**config.mk**
```make
export PLATFORM = sky130hd
export DESIGN_NAME = spm_master_port
export DESIGN_NICKNAME = d
export VERILOG_FILES = /design/src/core/spm_pkg.sv /design/src/core/spm_fifo.sv /design/src/core/spm_sck_gen.sv /design/src/core/spm_master_port.sv
export VERILOG_INCLUDE_DIRS = /design/src /design/src/core
export SDC_FILE = /design/constraint.sdc
export NUM_CORES = 1
export LEC_CHECK = 0
export BUFFER_PORTS_ARGS = -buffer_cell sky130_fd_sc_hd__buf_2
export CORE_ASPECT_RATIO = 1.25
export CORE_MARGIN = 1.5
export CORE_UTILIZATION = 65
export CTS_CLUSTER_SIZE = 16
export DETAILED_ROUTE_END_ITERATION = 6
export GPL_ROUTABILITY_DRIVEN = 0
export PLACE_DENSITY = 0.84
export SYNTH_ARGS = -nofsm -noshare
export SYNTH_HDL_FRONTEND = slang
export SYNTH_SLANG_ARGS = --single-unit
```
**constraint.sdc**
```tcl
create_clock -name core_clk -period 5.9 [get_ports core_clk]
set_clock_uncertainty 0.05 [all_clocks]
set_input_delay 0.295 -clock core_clk [delete_from_list [all_inputs] [get_ports core_clk]]
set_output_delay 0.295 -clock core_clk [all_outputs]
set_load 0.02 [all_outputs]
```
**src/core/spm_regs.svh**
```systemverilog
// register offsets, field positions, reset values and counts of the serial master port
`ifndef SPM_REGS_SVH
`define SPM_REGS_SVH

// register offsets on the special function register port
`define SPM_ADDR_CKDIV 8'hA2
`define SPM_ADDR_DATA 8'hA3
`define SPM_ADDR_CTRL 8'hF8

// control register field positions
`define SPM_BIT_DONE 7
`define SPM_BIT_MASTER_ENABLE_FLAG 6
`define SPM_BIT_MODE_FAULT_FLAG 5
`define SPM_BIT_SELHI 3
`define SPM_BIT_SELLO 2
`define SPM_BIT_TXRDY 1
`define SPM_BIT_UEN 0

// reset values
`define SPM_CTRL_RST 8'h04
`define SPM_CKDIV_RST 8'h00
`define SPM_SEL_RST 2'h1

// select mode encodings
`define SPM_SEL_3WIRE 2'h0
`define SPM_SEL_MULTI 2'h1

// transfer geometry
`define SPM_WORD_W 8
`define SPM_TXBUF_DEPTH 8
`define SPM_LAST_BIT 3'h7

`endif

```
**src/core/spm_pkg.sv**
```systemverilog
// types shared by the serial master port modules
package spm_pkg;

typedef logic [7:0] spm_byte_t;

// gray order along idle -> shift -> idle
typedef enum logic [1:0] {
    SPM_ST_IDLE = 2'h0,
    SPM_ST_SHIFT = 2'h1
} spm_state_e;

typedef struct packed {
    spm_state_e state;
    logic master_en;
    logic unit_en;
    logic done;
    logic mode_fault_flag;
    logic [1:0] sel_mode;
    spm_byte_t ckdiv;
    spm_byte_t shreg;
    logic samp;
    logic [2:0] bitcnt;
    logic sck;
    logic mosi;
    spm_byte_t rxbuf;
    spm_byte_t rdata;
    logic miso_s1;
    logic miso_s2;
    logic nss_s1;
    logic nss_s2;
} spm_state_s;

endpackage

```
**src/core/spm_fifo.sv**
```systemverilog
// transmit byte buffer: flop storage with valid/ready on both sides
`timescale 1ns/1ns
module spm_fifo #(
    parameter int WIDTH = 8,
    parameter int DEPTH = 8
) (
    // clock and reset
    input wire logic core_clk,
    input wire logic rst,
    // fill side
    input wire logic in_valid,
    output logic in_ready,
    input wire logic [WIDTH-1:0] in_data,
    // drain side
    output logic out_valid,
    input wire logic out_ready,
    output logic [WIDTH-1:0] out_data
);
    localparam int AW = $clog2(DEPTH);

    typedef struct packed {
        logic [DEPTH-1:0][WIDTH-1:0] mem;
        logic [AW-1:0] wptr;
        logic [AW-1:0] rptr;
        logic [AW:0] count;
    } spm_fifo_st_s;

    spm_fifo_st_s q;
    spm_fifo_st_s d;
    logic push;
    logic pop;

    function automatic logic [AW-1:0] spm_wrap(input logic [AW-1:0] p);
        if (p == AW'(DEPTH - 1)) begin
            return '0;
        end
        return p + AW'(1);
    endfunction

    assign in_ready = (q.count != (AW + 1)'(DEPTH));
    assign out_valid = (q.count != '0);
    assign out_data = q.mem[q.rptr];
    assign push = in_valid && in_ready;
    assign pop = out_valid && out_ready;

    always_comb begin
        d = q;
        if (push) begin
            d.mem[q.wptr] = in_data;
            d.wptr = spm_wrap(q.wptr);
        end
        if (pop) begin
            d.rptr = spm_wrap(q.rptr);
        end
        if (push && !pop) begin
            d.count = q.count + (AW + 1)'(1);
        end else if (pop && !push) begin
            d.count = q.count - (AW + 1)'(1);
        end
    end

    always_ff @(posedge core_clk or posedge rst) begin
        if (rst) begin
            q <= '0;
        end else begin
            q <= d;
        end
    end
endmodule

```
**src/core/spm_sck_gen.sv**
```systemverilog
// half-period tick generator for the serial clock
`timescale 1ns/1ns
module spm_sck_gen (
    // clock and reset
    input wire logic core_clk,
    input wire logic rst,
    // control
    input wire logic run,
    input wire logic [7:0] div,
    // one pulse per half period of the serial clock
    output logic tick
);
    typedef struct packed {
        logic [7:0] cnt;
    } spm_gen_st_s;

    spm_gen_st_s q;
    spm_gen_st_s d;

    // half period lasts div+1 cycles, so a full period lasts 2*(div+1)
    assign tick = run && (q.cnt == div);

    always_comb begin
        d = q;
        if (!run || tick) begin
            // restart keeps the first half period of a byte full length
            d.cnt = 8'h00;
        end else begin
            d.cnt = q.cnt + 8'h01;
        end
    end

    always_ff @(posedge core_clk or posedge rst) begin
        if (rst) begin
            q <= '0;
        end else begin
            q <= d;
        end
    end
endmodule

```
**src/core/spm_master_port.sv**
```systemverilog
// serial peripheral master port with transmit buffer, receive buffer and select modes
//
// Functional notes
// - master operation only while master enable set
// - data writes land in transmit buffer
// - empty shifter takes buffered byte, starts transfer
// - started byte shifts out with generated clock
// - done flag set at end of byte
// - done flag raises enabled interrupt request
// - full duplex, one flag covers both directions
// - received bits enter shifter msb first
// - full byte goes to receive buffer, readable
// - multi-master default, select pin is input
// - low select clears enables, sets fault
// - mode fault raises enabled interrupt request
// - three-wire mode leaves select pin unused
// - four-wire mode drives select from low bit
// - clock rate is core over 2*(div+1)
// - divider steers the clock only as master
`timescale 1ns/1ns
`include "spm_regs.svh"
module spm_master_port (
    // clock and reset
    input wire logic core_clk,
    input wire logic rst,
    // special function register port
    input wire logic [7:0] sfr_addr,
    input wire logic sfr_wr,
    input wire logic sfr_rd,
    input wire spm_pkg::spm_byte_t sfr_wdata,
    output spm_pkg::spm_byte_t sfr_rdata,
    // interrupt
    input wire logic irq_en,
    output logic irq_req,
    // transmit buffer back-pressure
    output logic tx_ready,
    // serial pins
    output logic sck_o,
    output logic mosi_o,
    input wire logic miso_i,
    input wire logic nss_i,
    output logic nss_o,
    output logic nss_oe
);
    import spm_pkg::*;

    spm_state_s q;
    spm_state_s d;

    logic wr_ctrl;
    logic wr_data;
    logic wr_ckdiv;
    logic tx_valid;
    logic tx_pop;
    spm_byte_t tx_byte;
    logic tick;
    logic fault;
    logic can_start;
    logic running;
    spm_byte_t rx_full;

    // address match used by both the write and the read path
    function automatic logic spm_hit(input logic [7:0] a, input logic [7:0] reg_addr);
        return a == reg_addr;
    endfunction

    // assemble the control register image from the current state
    function automatic spm_byte_t spm_ctrl_image(input spm_state_s s, input logic txrdy);
        spm_byte_t v;
        v = 8'h00;
        v[`SPM_BIT_DONE] = s.done;
        v[`SPM_BIT_MASTER_ENABLE_FLAG] = s.master_en;
        v[`SPM_BIT_MODE_FAULT_FLAG] = s.mode_fault_flag;
        v[`SPM_BIT_SELHI] = s.sel_mode[1];
        v[`SPM_BIT_SELLO] = s.sel_mode[0];
        v[`SPM_BIT_TXRDY] = txrdy;
        v[`SPM_BIT_UEN] = s.unit_en;
        return v;
    endfunction

    assign wr_ctrl = sfr_wr && spm_hit(sfr_addr, `SPM_ADDR_CTRL);
    assign wr_data = sfr_wr && spm_hit(sfr_addr, `SPM_ADDR_DATA);
    assign wr_ckdiv = sfr_wr && spm_hit(sfr_addr, `SPM_ADDR_CKDIV);

    assign fault = q.master_en && (q.sel_mode == `SPM_SEL_MULTI) && !q.nss_s2;

    // only an idle enabled master starts
    assign can_start = (q.state == SPM_ST_IDLE) && q.master_en && q.unit_en
        && tx_valid && !fault;
    assign tx_pop = can_start;

    // divider only runs while mastering a byte
    assign running = (q.state == SPM_ST_SHIFT) && q.master_en;

    // byte as it stands after the eighth sample is folded in
    assign rx_full = {q.shreg[6:0], q.samp};

    // data writes queue in the transmit buffer
    spm_fifo #(
        .WIDTH(`SPM_WORD_W),
        .DEPTH(`SPM_TXBUF_DEPTH)
    ) u_txbuf (
        .core_clk(core_clk),
        .rst(rst),
        .in_valid(wr_data),
        .in_ready(tx_ready),
        .in_data(sfr_wdata),
        .out_valid(tx_valid),
        .out_ready(tx_pop),
        .out_data(tx_byte)
    );

    // half period of div+1 core cycles
    spm_sck_gen u_sck (
        .core_clk(core_clk),
        .rst(rst),
        .run(running),
        .div(q.ckdiv),
        .tick(tick)
    );

    always_comb begin
        d = q;

        // two-stage synchronisers for pins from outside
        d.miso_s1 = miso_i;
        d.miso_s2 = q.miso_s1;
        d.nss_s1 = nss_i;
        d.nss_s2 = q.nss_s1;

        // software writes to control; status flags only clear on a 0 write
        if (wr_ctrl) begin
            d.master_en = sfr_wdata[`SPM_BIT_MASTER_ENABLE_FLAG];
            d.unit_en = sfr_wdata[`SPM_BIT_UEN];
            d.sel_mode = {sfr_wdata[`SPM_BIT_SELHI], sfr_wdata[`SPM_BIT_SELLO]};
            d.done = q.done && sfr_wdata[`SPM_BIT_DONE];
            d.mode_fault_flag = q.mode_fault_flag && sfr_wdata[`SPM_BIT_MODE_FAULT_FLAG];
        end

        if (wr_ckdiv) begin
            d.ckdiv = sfr_wdata;
        end

        // load shifter and present msb at once
        if (can_start) begin
            d.state = SPM_ST_SHIFT;
            d.shreg = tx_byte;
            d.mosi = tx_byte[7];
            d.bitcnt = 3'h0;
            d.sck = 1'b0;
        end

        // low half ends with a sample on the rise, high half with a shift on the fall
        if (running && tick) begin
            if (!q.sck) begin
                d.sck = 1'b1;
                d.samp = q.miso_s2;
            end else begin
                d.sck = 1'b0;
                // received bit enters at the lsb end
                d.shreg = rx_full;
                d.mosi = q.shreg[6];
                d.bitcnt = q.bitcnt + 3'h1;
                if (q.bitcnt == `SPM_LAST_BIT) begin
                    // completed byte moves to receive buffer
                    d.rxbuf = rx_full;
                    // end of byte sets done flag
                    d.done = 1'b1;
                    d.state = SPM_ST_IDLE;
                end
            end
        end

        // fault drops both enables until rewritten
        if (fault) begin
            d.master_en = 1'b0;
            d.unit_en = 1'b0;
            d.mode_fault_flag = 1'b1;
        end

        // losing master enable abandons the byte in flight
        if (!d.master_en || !d.unit_en) begin
            d.state = SPM_ST_IDLE;
            d.sck = 1'b0;
        end

        // read data is latched so the bus sees a registered value
        if (sfr_rd) begin
            if (spm_hit(sfr_addr, `SPM_ADDR_CTRL)) begin
                d.rdata = spm_ctrl_image(q, tx_ready);
            end else if (spm_hit(sfr_addr, `SPM_ADDR_DATA)) begin
                // data reads return the receive buffer
                d.rdata = q.rxbuf;
            end else if (spm_hit(sfr_addr, `SPM_ADDR_CKDIV)) begin
                d.rdata = q.ckdiv;
            end else begin
                d.rdata = 8'h00;
            end
        end
    end

    always_ff @(posedge core_clk or posedge rst) begin
        if (rst) begin
            q <= '0;
            q.sel_mode <= `SPM_SEL_RST;
            q.ckdiv <= `SPM_CKDIV_RST;
            q.nss_s1 <= 1'b1;
            q.nss_s2 <= 1'b1;
        end else begin
            q <= d;
        end
    end

    assign sfr_rdata = q.rdata;
    assign sck_o = q.sck;
    assign mosi_o = q.mosi;

    // either flag requests service when enabled
    assign irq_req = irq_en && (q.done || q.mode_fault_flag);

    // four-wire drives select from the low mode bit
    assign nss_o = q.sel_mode[0];
    // three-wire and multi-master never drive it
    assign nss_oe = q.sel_mode[1];
endmodule

```
Yosys cells after proc, flatten, opt, wreduce, memory -nomap -nowiden
Index checks and enable logic that the tools add are counted.
{"block": "classes", "addsub": 6, "n_mul": 0, "div": 0, "order_cmp": 3, "n_eq_ne": 10, "n_shift": 0, "mux": 40, "n_bitwise": 1, "n_reduce_logical": 37}
{"cell": "2-to-1 mux 8 bit", "n": 9}
{"cell": "bitwise mux 64 bit", "n": 1}
{"cell": "binary-select mux 8 bit (select 3 bit)", "n": 1}
{"cell": "demux 8 bit (select 3 bit)", "n": 1}
{"cell": "equality test 8 bit (second input constant)", "n": 3}
{"cell": "2-to-1 mux 22 bit", "n": 1}
{"cell": "logical AND 1 bit", "n": 20}
{"cell": "2-to-1 mux 3 bit", "n": 5}
{"cell": "2-to-1 mux 2 bit", "n": 6}
{"cell": "2-to-1 mux 1 bit", "n": 11}
{"cell": "adder 3 x 1 -> 3 bit (second input constant)", "n": 3}
{"cell": "equality test 3 bit (second input constant)", "n": 3}
{"cell": "2-to-1 mux 9 bit", "n": 1}
{"cell": "adder 8 x 1 -> 8 bit (second input constant)", "n": 1}
{"cell": "equality test 8 bit", "n": 1}
{"cell": "less-than comparator 3 x 4 -> 1 bit (second input constant)", "n": 2}
{"cell": "2-to-1 mux 4 bit", "n": 2}
{"cell": "zero test 1 bit", "n": 7}
{"cell": "2-to-1 mux 6 bit", "n": 1}
{"cell": "2-to-1 mux 5 bit", "n": 1}
{"cell": "adder 4 x 1 -> 4 bit (second input constant)", "n": 1}
{"cell": "equality test 2 x 1 -> 1 bit (second input constant)", "n": 2}
{"cell": "inequality test 4 bit (second input constant)", "n": 1}
{"cell": "nonzero test 2 bit", "n": 2}
{"cell": "9 further kinds", "n": 11}
{"block": "word_totals", "regBits": 132, "latchBits": 0, "ramBits": 0, "romBits": 0, "input_bits": 23, "out_inout_bits": 14, "wordCells": 127, "memories": 0}

Logic depth before layout (Yosys ltp)
{"block": "depth", "depth_word": 10, "ltp_mapped": 11, "depth_no_buf": 11}

By module
From an unflattened synthesis, not the netlist that was laid out.
{"block": "unflattened", "cells_unflattened": 474, "area_unflattened_um2": 6391.1}
{"module": "spm_fifo", "n_inst": 1, "cells_each": 225, "area_each_um2": 3624.7, "seq_area_each_um2": 1851.8}
{"module": "spm_master_port", "n_inst": 1, "cells_each": 202, "area_each_um2": 2275.9, "seq_area_each_um2": 1229.9}
{"module": "spm_sck_gen", "n_inst": 1, "cells_each": 47, "area_each_um2": 490.5, "seq_area_each_um2": 200.2}

Worst setup path before layout
No wires, ideal clock.
{"block": "synth_timing", "path_kind": "reg2reg", "start": "reg q (netlist bit nss_o)", "end": "reg u_txbuf.q[3] (netlist name)", "setup_time_ns": 0.125, "arrival_time_ns": 2.452, "required_time_ns": 5.725, "path_slack_ns": 3.273, "path_stages_with_launch": 12, "path_buffers": 0, "period_less_slack_ns": 2.627, "path_cell_list": "dfstp_2 nor4bb_1 nor3b_1 inv_1 ha_1 inv_1 ha_1 a21o_1 a21oi_1 xnor2_1 nor2_1 xor2_1"}
{"block": "synth_between", "elab_chain_cells": 9, "word_cells_on_any_way": 11, "cone_classes": "1 x eq/ne; 1 x mux; 9 x reduce/logical"}
{"element": "from (decl)", "line_no": "spm_master_port.sv:47", "text": "spm_state_s q;"}
{"element": "equality test 2 x 1 -> 1 bit (no line) *"}
{"element": "logical AND 1 bit * (2 in series)", "line_no": "spm_master_port.sv:85", "text": "assign fault = q.master_en && (q.sel_mode == `SPM_SEL_MULTI) && !q.nss_s2;"}
{"element": "zero test 1 bit *", "line_no": "spm_master_port.sv:89", "text": "&& tx_valid && !fault;"}
{"element": "logical AND 1 bit *", "line_no": "spm_master_port.sv:89"}
{"element": "logical AND 1 bit *", "line_no": "spm_fifo.sv:44", "text": "assign pop = out_valid && out_ready;"}
{"element": "zero test 1 bit", "line_no": "spm_fifo.sv:55", "text": "if (push && !pop) begin"}
{"element": "logical AND 1 bit", "line_no": "spm_fifo.sv:55"}
{"element": "2-to-1 mux 4 bit / nonzero test 2 bit (equally long branches)"}
{"element": "to (signal assigned)", "line_no": "spm_fifo.sv:64", "text": "q <= '0;"}
{"element": "to (signal assigned)", "line_no": "spm_fifo.sv:66", "text": "q <= d;"}
{"element": "to (decl)", "line_no": "spm_fifo.sv:28", "text": "spm_fifo_st_s q;"}
Mark *: on every way between the ends. The rest lies on a longest branch, timed or not.
A chain may end at the register's enable or synchronous reset.

Final worst setup path
Ends and elaborated chain as after synthesis.

==> metrics.md <==
| Metric | Value |
|---|---|
| Status | `complete, no violations` |
| Remaining DRCs | `0` |
| Share of synthesized registers carrying an async set or reset | `100.0%` |
| Row count | `39` |
| Core area | `slightly above 0.009 mm^2` |
| Antenna fix cells | `0` |
| First-pass DRT Iterations | `4` |
| Post-CTS Setup Bufs | `0` |
| Fin. max-slew vios | `0` |
| Register area share after synthesis | `between 50% and 60%` |
| Vias in the first global route | `around 4200` |
| Grt met1 use | `around a third` |
| Met3 usage | `6.911%` |
| Worst path bufs/invs | `3` |
| Post-synth cell types | `47` |
| Arrival @ worst endpoint | `between 3 and 4 ns` |
| Top_reg_cell synth | `dfrtp_1` |
| Final setup viols | `0` |
| TNS Setup | `0 ns` |
| Post-synth top area cell | `dfrtp_1` |
| Worst setup SP type | `flop` |
| Worst-path clk slew | `0.06 ns` |
| Placed cell area | `0.006432 mm^2` |
| Cell family with most CP delay | `simple AND/OR/NAND/NOR gates` |
| Clock buffer depth | `2` |
| Maximum clock frequency | `324.5 MHz` |
| Fin area | `just over 0.007 mm^2` |
| Static Leak | `3.521 nW` |
| Final #Nets | `532` |
| Largest net degree at the start of global routing | `70` |
| First-pass GRT wire length | `21.92 mm` |
| Tcrit/Tclk final | `around 52%` |
| Met2 GRT Util | `about half` |
| ANT nets after route | `0` |
| Critical path type | `reg2reg` |
| Critical path's slowest cell | `dfstp_2` |
| CTS H-Tree Depth | `4` |
| WL final | `13.10 mm` |
| Share of the synthesized area in the top cell type | `51.41%` |
| Wire length per cell | `20.66 um` |
| Yosys Warn Count | `0` |
| Max-capacitance violation count | `0` |
| Max-Slew Margin vs Limit | `approximately 38%` |
| CTS buffer count | `17` |
| Slew @ Worst Pin | `0.9154 ns` |
| HP Class | `in2async` |
| Clock sinks | `131` |
| Gr ovfl total | `0` |
| Slowest stage delay, CP | `about 0.56 ns` |
| Post-CTS sizing | `0` |
| CTS Hold Bufs | `2` |
| Clk Latency, worst-skew pair | `0.42 ns` |
| #FFs+latches synth | `between 100 and 150` |
| FILL cells | `between 500 and 600` |
| Total track usage | `28.76%` |
| Worst Path Max Fanout | `21` |
| Die Y | `112.5 um` |
| Initial core utilization | `67.56%` |
| Final min period | `3.082 ns` |
| PwrDens | `321.8 mW/mm^2` |
| Syn_nets | `between 500 and 600` |
| Ports | `37` |
| Synthesized area | `0.006231 mm^2` |
| Synth top area cells | `dfrtp_1 51%, mux2_2 17%, mux4_2 5.8%, nor2_1 2.1%, ha_1 2.0%` |
| Worst path cell trace | `nor4bb_1 > nor3b_2 > buf_4 > inv_1 > ha_1 > inv_1 > ha_1 > a21o_1 > a21oi_1 > xnor2_1 > nor2_1 > xor2_1` |
| Required @ worst endpoint | `about 6 ns` |
| GR peak layer | `met2` |
| Post-DP HPWL | `8.377 mm` |
| Clock root cell | `clkbuf_16` |
| Post-Syn Instances | `469` |
| CP Capture Type | `flop` |
| Unrepaired setup endpoints after global routing | `no` |
| Area Overhead vs Synth | `15.06%` |
| DIE WIDTH | `90.57 um` |
| Initial antenna violation count | `0` |
| Hold Fails Final Rpt | `0` |
| Die Area | `0.01019 mm^2` |
| Synthesized area per cell | `13.29 um^2` |
| Starting DRT DRC Count | `295` |
| Max VDD drop | `248.2 uV` |
| Vias/cell | `~6.1` |
| CTS tree | `yes` |
| Port Buffers | `36` |
| Vias | `between 3000 and 4000` |
| Post-synth EDFFs | `0` |
| Fraction of layout cells with a size suffix above 1 | `39.33%` |
-- metal layers --
layer | routed length, um | up-vias | part of all wire (%)
met5 | 0 | - | 0
met4 | 415 | 0 | 3.2
met3 | 584 | 35 | 4.5
met2 | 6946 | 103 | 53
met1 | 5155 | 1988 | 39
li1 | - | 1750 | -
-- through the flow --
step / setup WS [ns] / power (mW) / utilization [%] / std cells / hold slack, ns
3_3_place_gp: 2.960 / 1.058 / 69.75 / 600 / 0.2836
4_1_cts: 2.813 / 2.321 / 77.74 / 634 / 0.02474
3_5_place_dp: 2.829 / 1.063 / 69.75 / 600 / 0.2911
2_1_floorplan: 2.062 / 1.031 / - / 469 / 0.2495
6_report: 2.818 / 2.307 / 77.74 / 634 / 0.0003838
5_1_grt: 2.606 / 2.380 / 77.74 / 634 / 0.07469
-- worst register-to-register path, delay by kind of cell (launching register included) --
family | cells | cell delay (ns)
simple gates | 3 | 0.67
flops | 1 | 0.56
buf+inv | 3 | 0.53
fa+ha+maj | 2 | 0.51
compound gates | 2 | 0.36
xor+xnor | 2 | 0.29
-- layout by cell type, fill, tap and decap left out, drive strengths merged, types with 8 or more instances in the layout --
cell type,n
buf,39
clkbuf,20
dfrtp,128
ha,10
a21oi,8
a21o,10
a211oi,9
mux2i,11
mux4,16
nor2,37
nand2,31
xor2,14
nand3,9
mux2,93
-- cell type report --
cell class	instances	area, um^2	share of cell area (%)
clock buffer	20	466.7	6.510
clock inverter	12	250.2	3.490
inverter	4	17.52	0.2443
multi-input combinational	303	2776	38.73
sequential	131	3282	45.78
tap	123	153.9	2.147
timing repair buffer	41	222.7	3.106
-- path summary, 6_finish.rpt --
kind / start / endpoint / slack [ns] / depth (start not counted)
worst min-delay path: rst / u_txbuf.q[68]$_DFFE_PP0P_ / 0.0004 / 2
worst max register to register: nss_o$_DFFE_PP1N_ / u_txbuf.q[3]$_DFFE_PP0P_ / 2.82 / 12
worst min register to register: d[2]$_DFF_PP0_ / q[2]$_DFF_PP0_ / 0.30 / 0
worst max-delay path: nss_o$_DFFE_PP1N_ / u_txbuf.q[3]$_DFFE_PP0P_ / 2.82 / 12
min in group core_clk: sfr_rd / sfr_rdata[2]$_DFFE_PP0P_ / 0.20 / 2
max in group asynchronous: rst / u_txbuf.q[41]$_DFFE_PP0P_ / 4.52 / 3
-- state kept, by name (all words and copies together) (netlist names) --
register	cells
u_sck.q	8
sck_o	1
sfr_rdata	8
nss_o	1
mosi_o	1
u_txbuf.q	74
q	35
nss_oe	1
d	2
-- cell usage after synthesis, types with 6 or more instances --
master      n
a22oi_1     7
nand3_1     8
buf_1       6
mux2i_1    11
a21oi_1     8
ha_1       10
buf_4       9
nor2_1     35
buf_2       7
nand2_1    28
a211oi_1    9
mux2_2     93
a21o_1     10
dfrtp_1   128
mux4_2     16
o21ai_0     7
clkbuf_1    8
xor2_1     14
-- logic make-up (layout without fill, tap and decap cells) --
logic type,after synthesis,in the layout,share of synthesized area (%)
AOI/OAI and AO/OA,43,43,4.618
DFF,131,131,52.67
xor gates and xnor gates,18,18,2.530
buffers and inverters,35,77,2.851
and+or+nand+nor,111,111,10.64
adders and majority gates,11,11,2.329
muxes,120,120,24.36
-- power breakdown --
part	switching (mW)	internal, mW	total [mW]
Combinational	0.0692	0.0429	0.112
Clock	0.387	0.870	1.26
Sequential	0.0189	0.919	0.938
Total	0.475	1.83	2.31
Power figures use the tool's default switching activity.
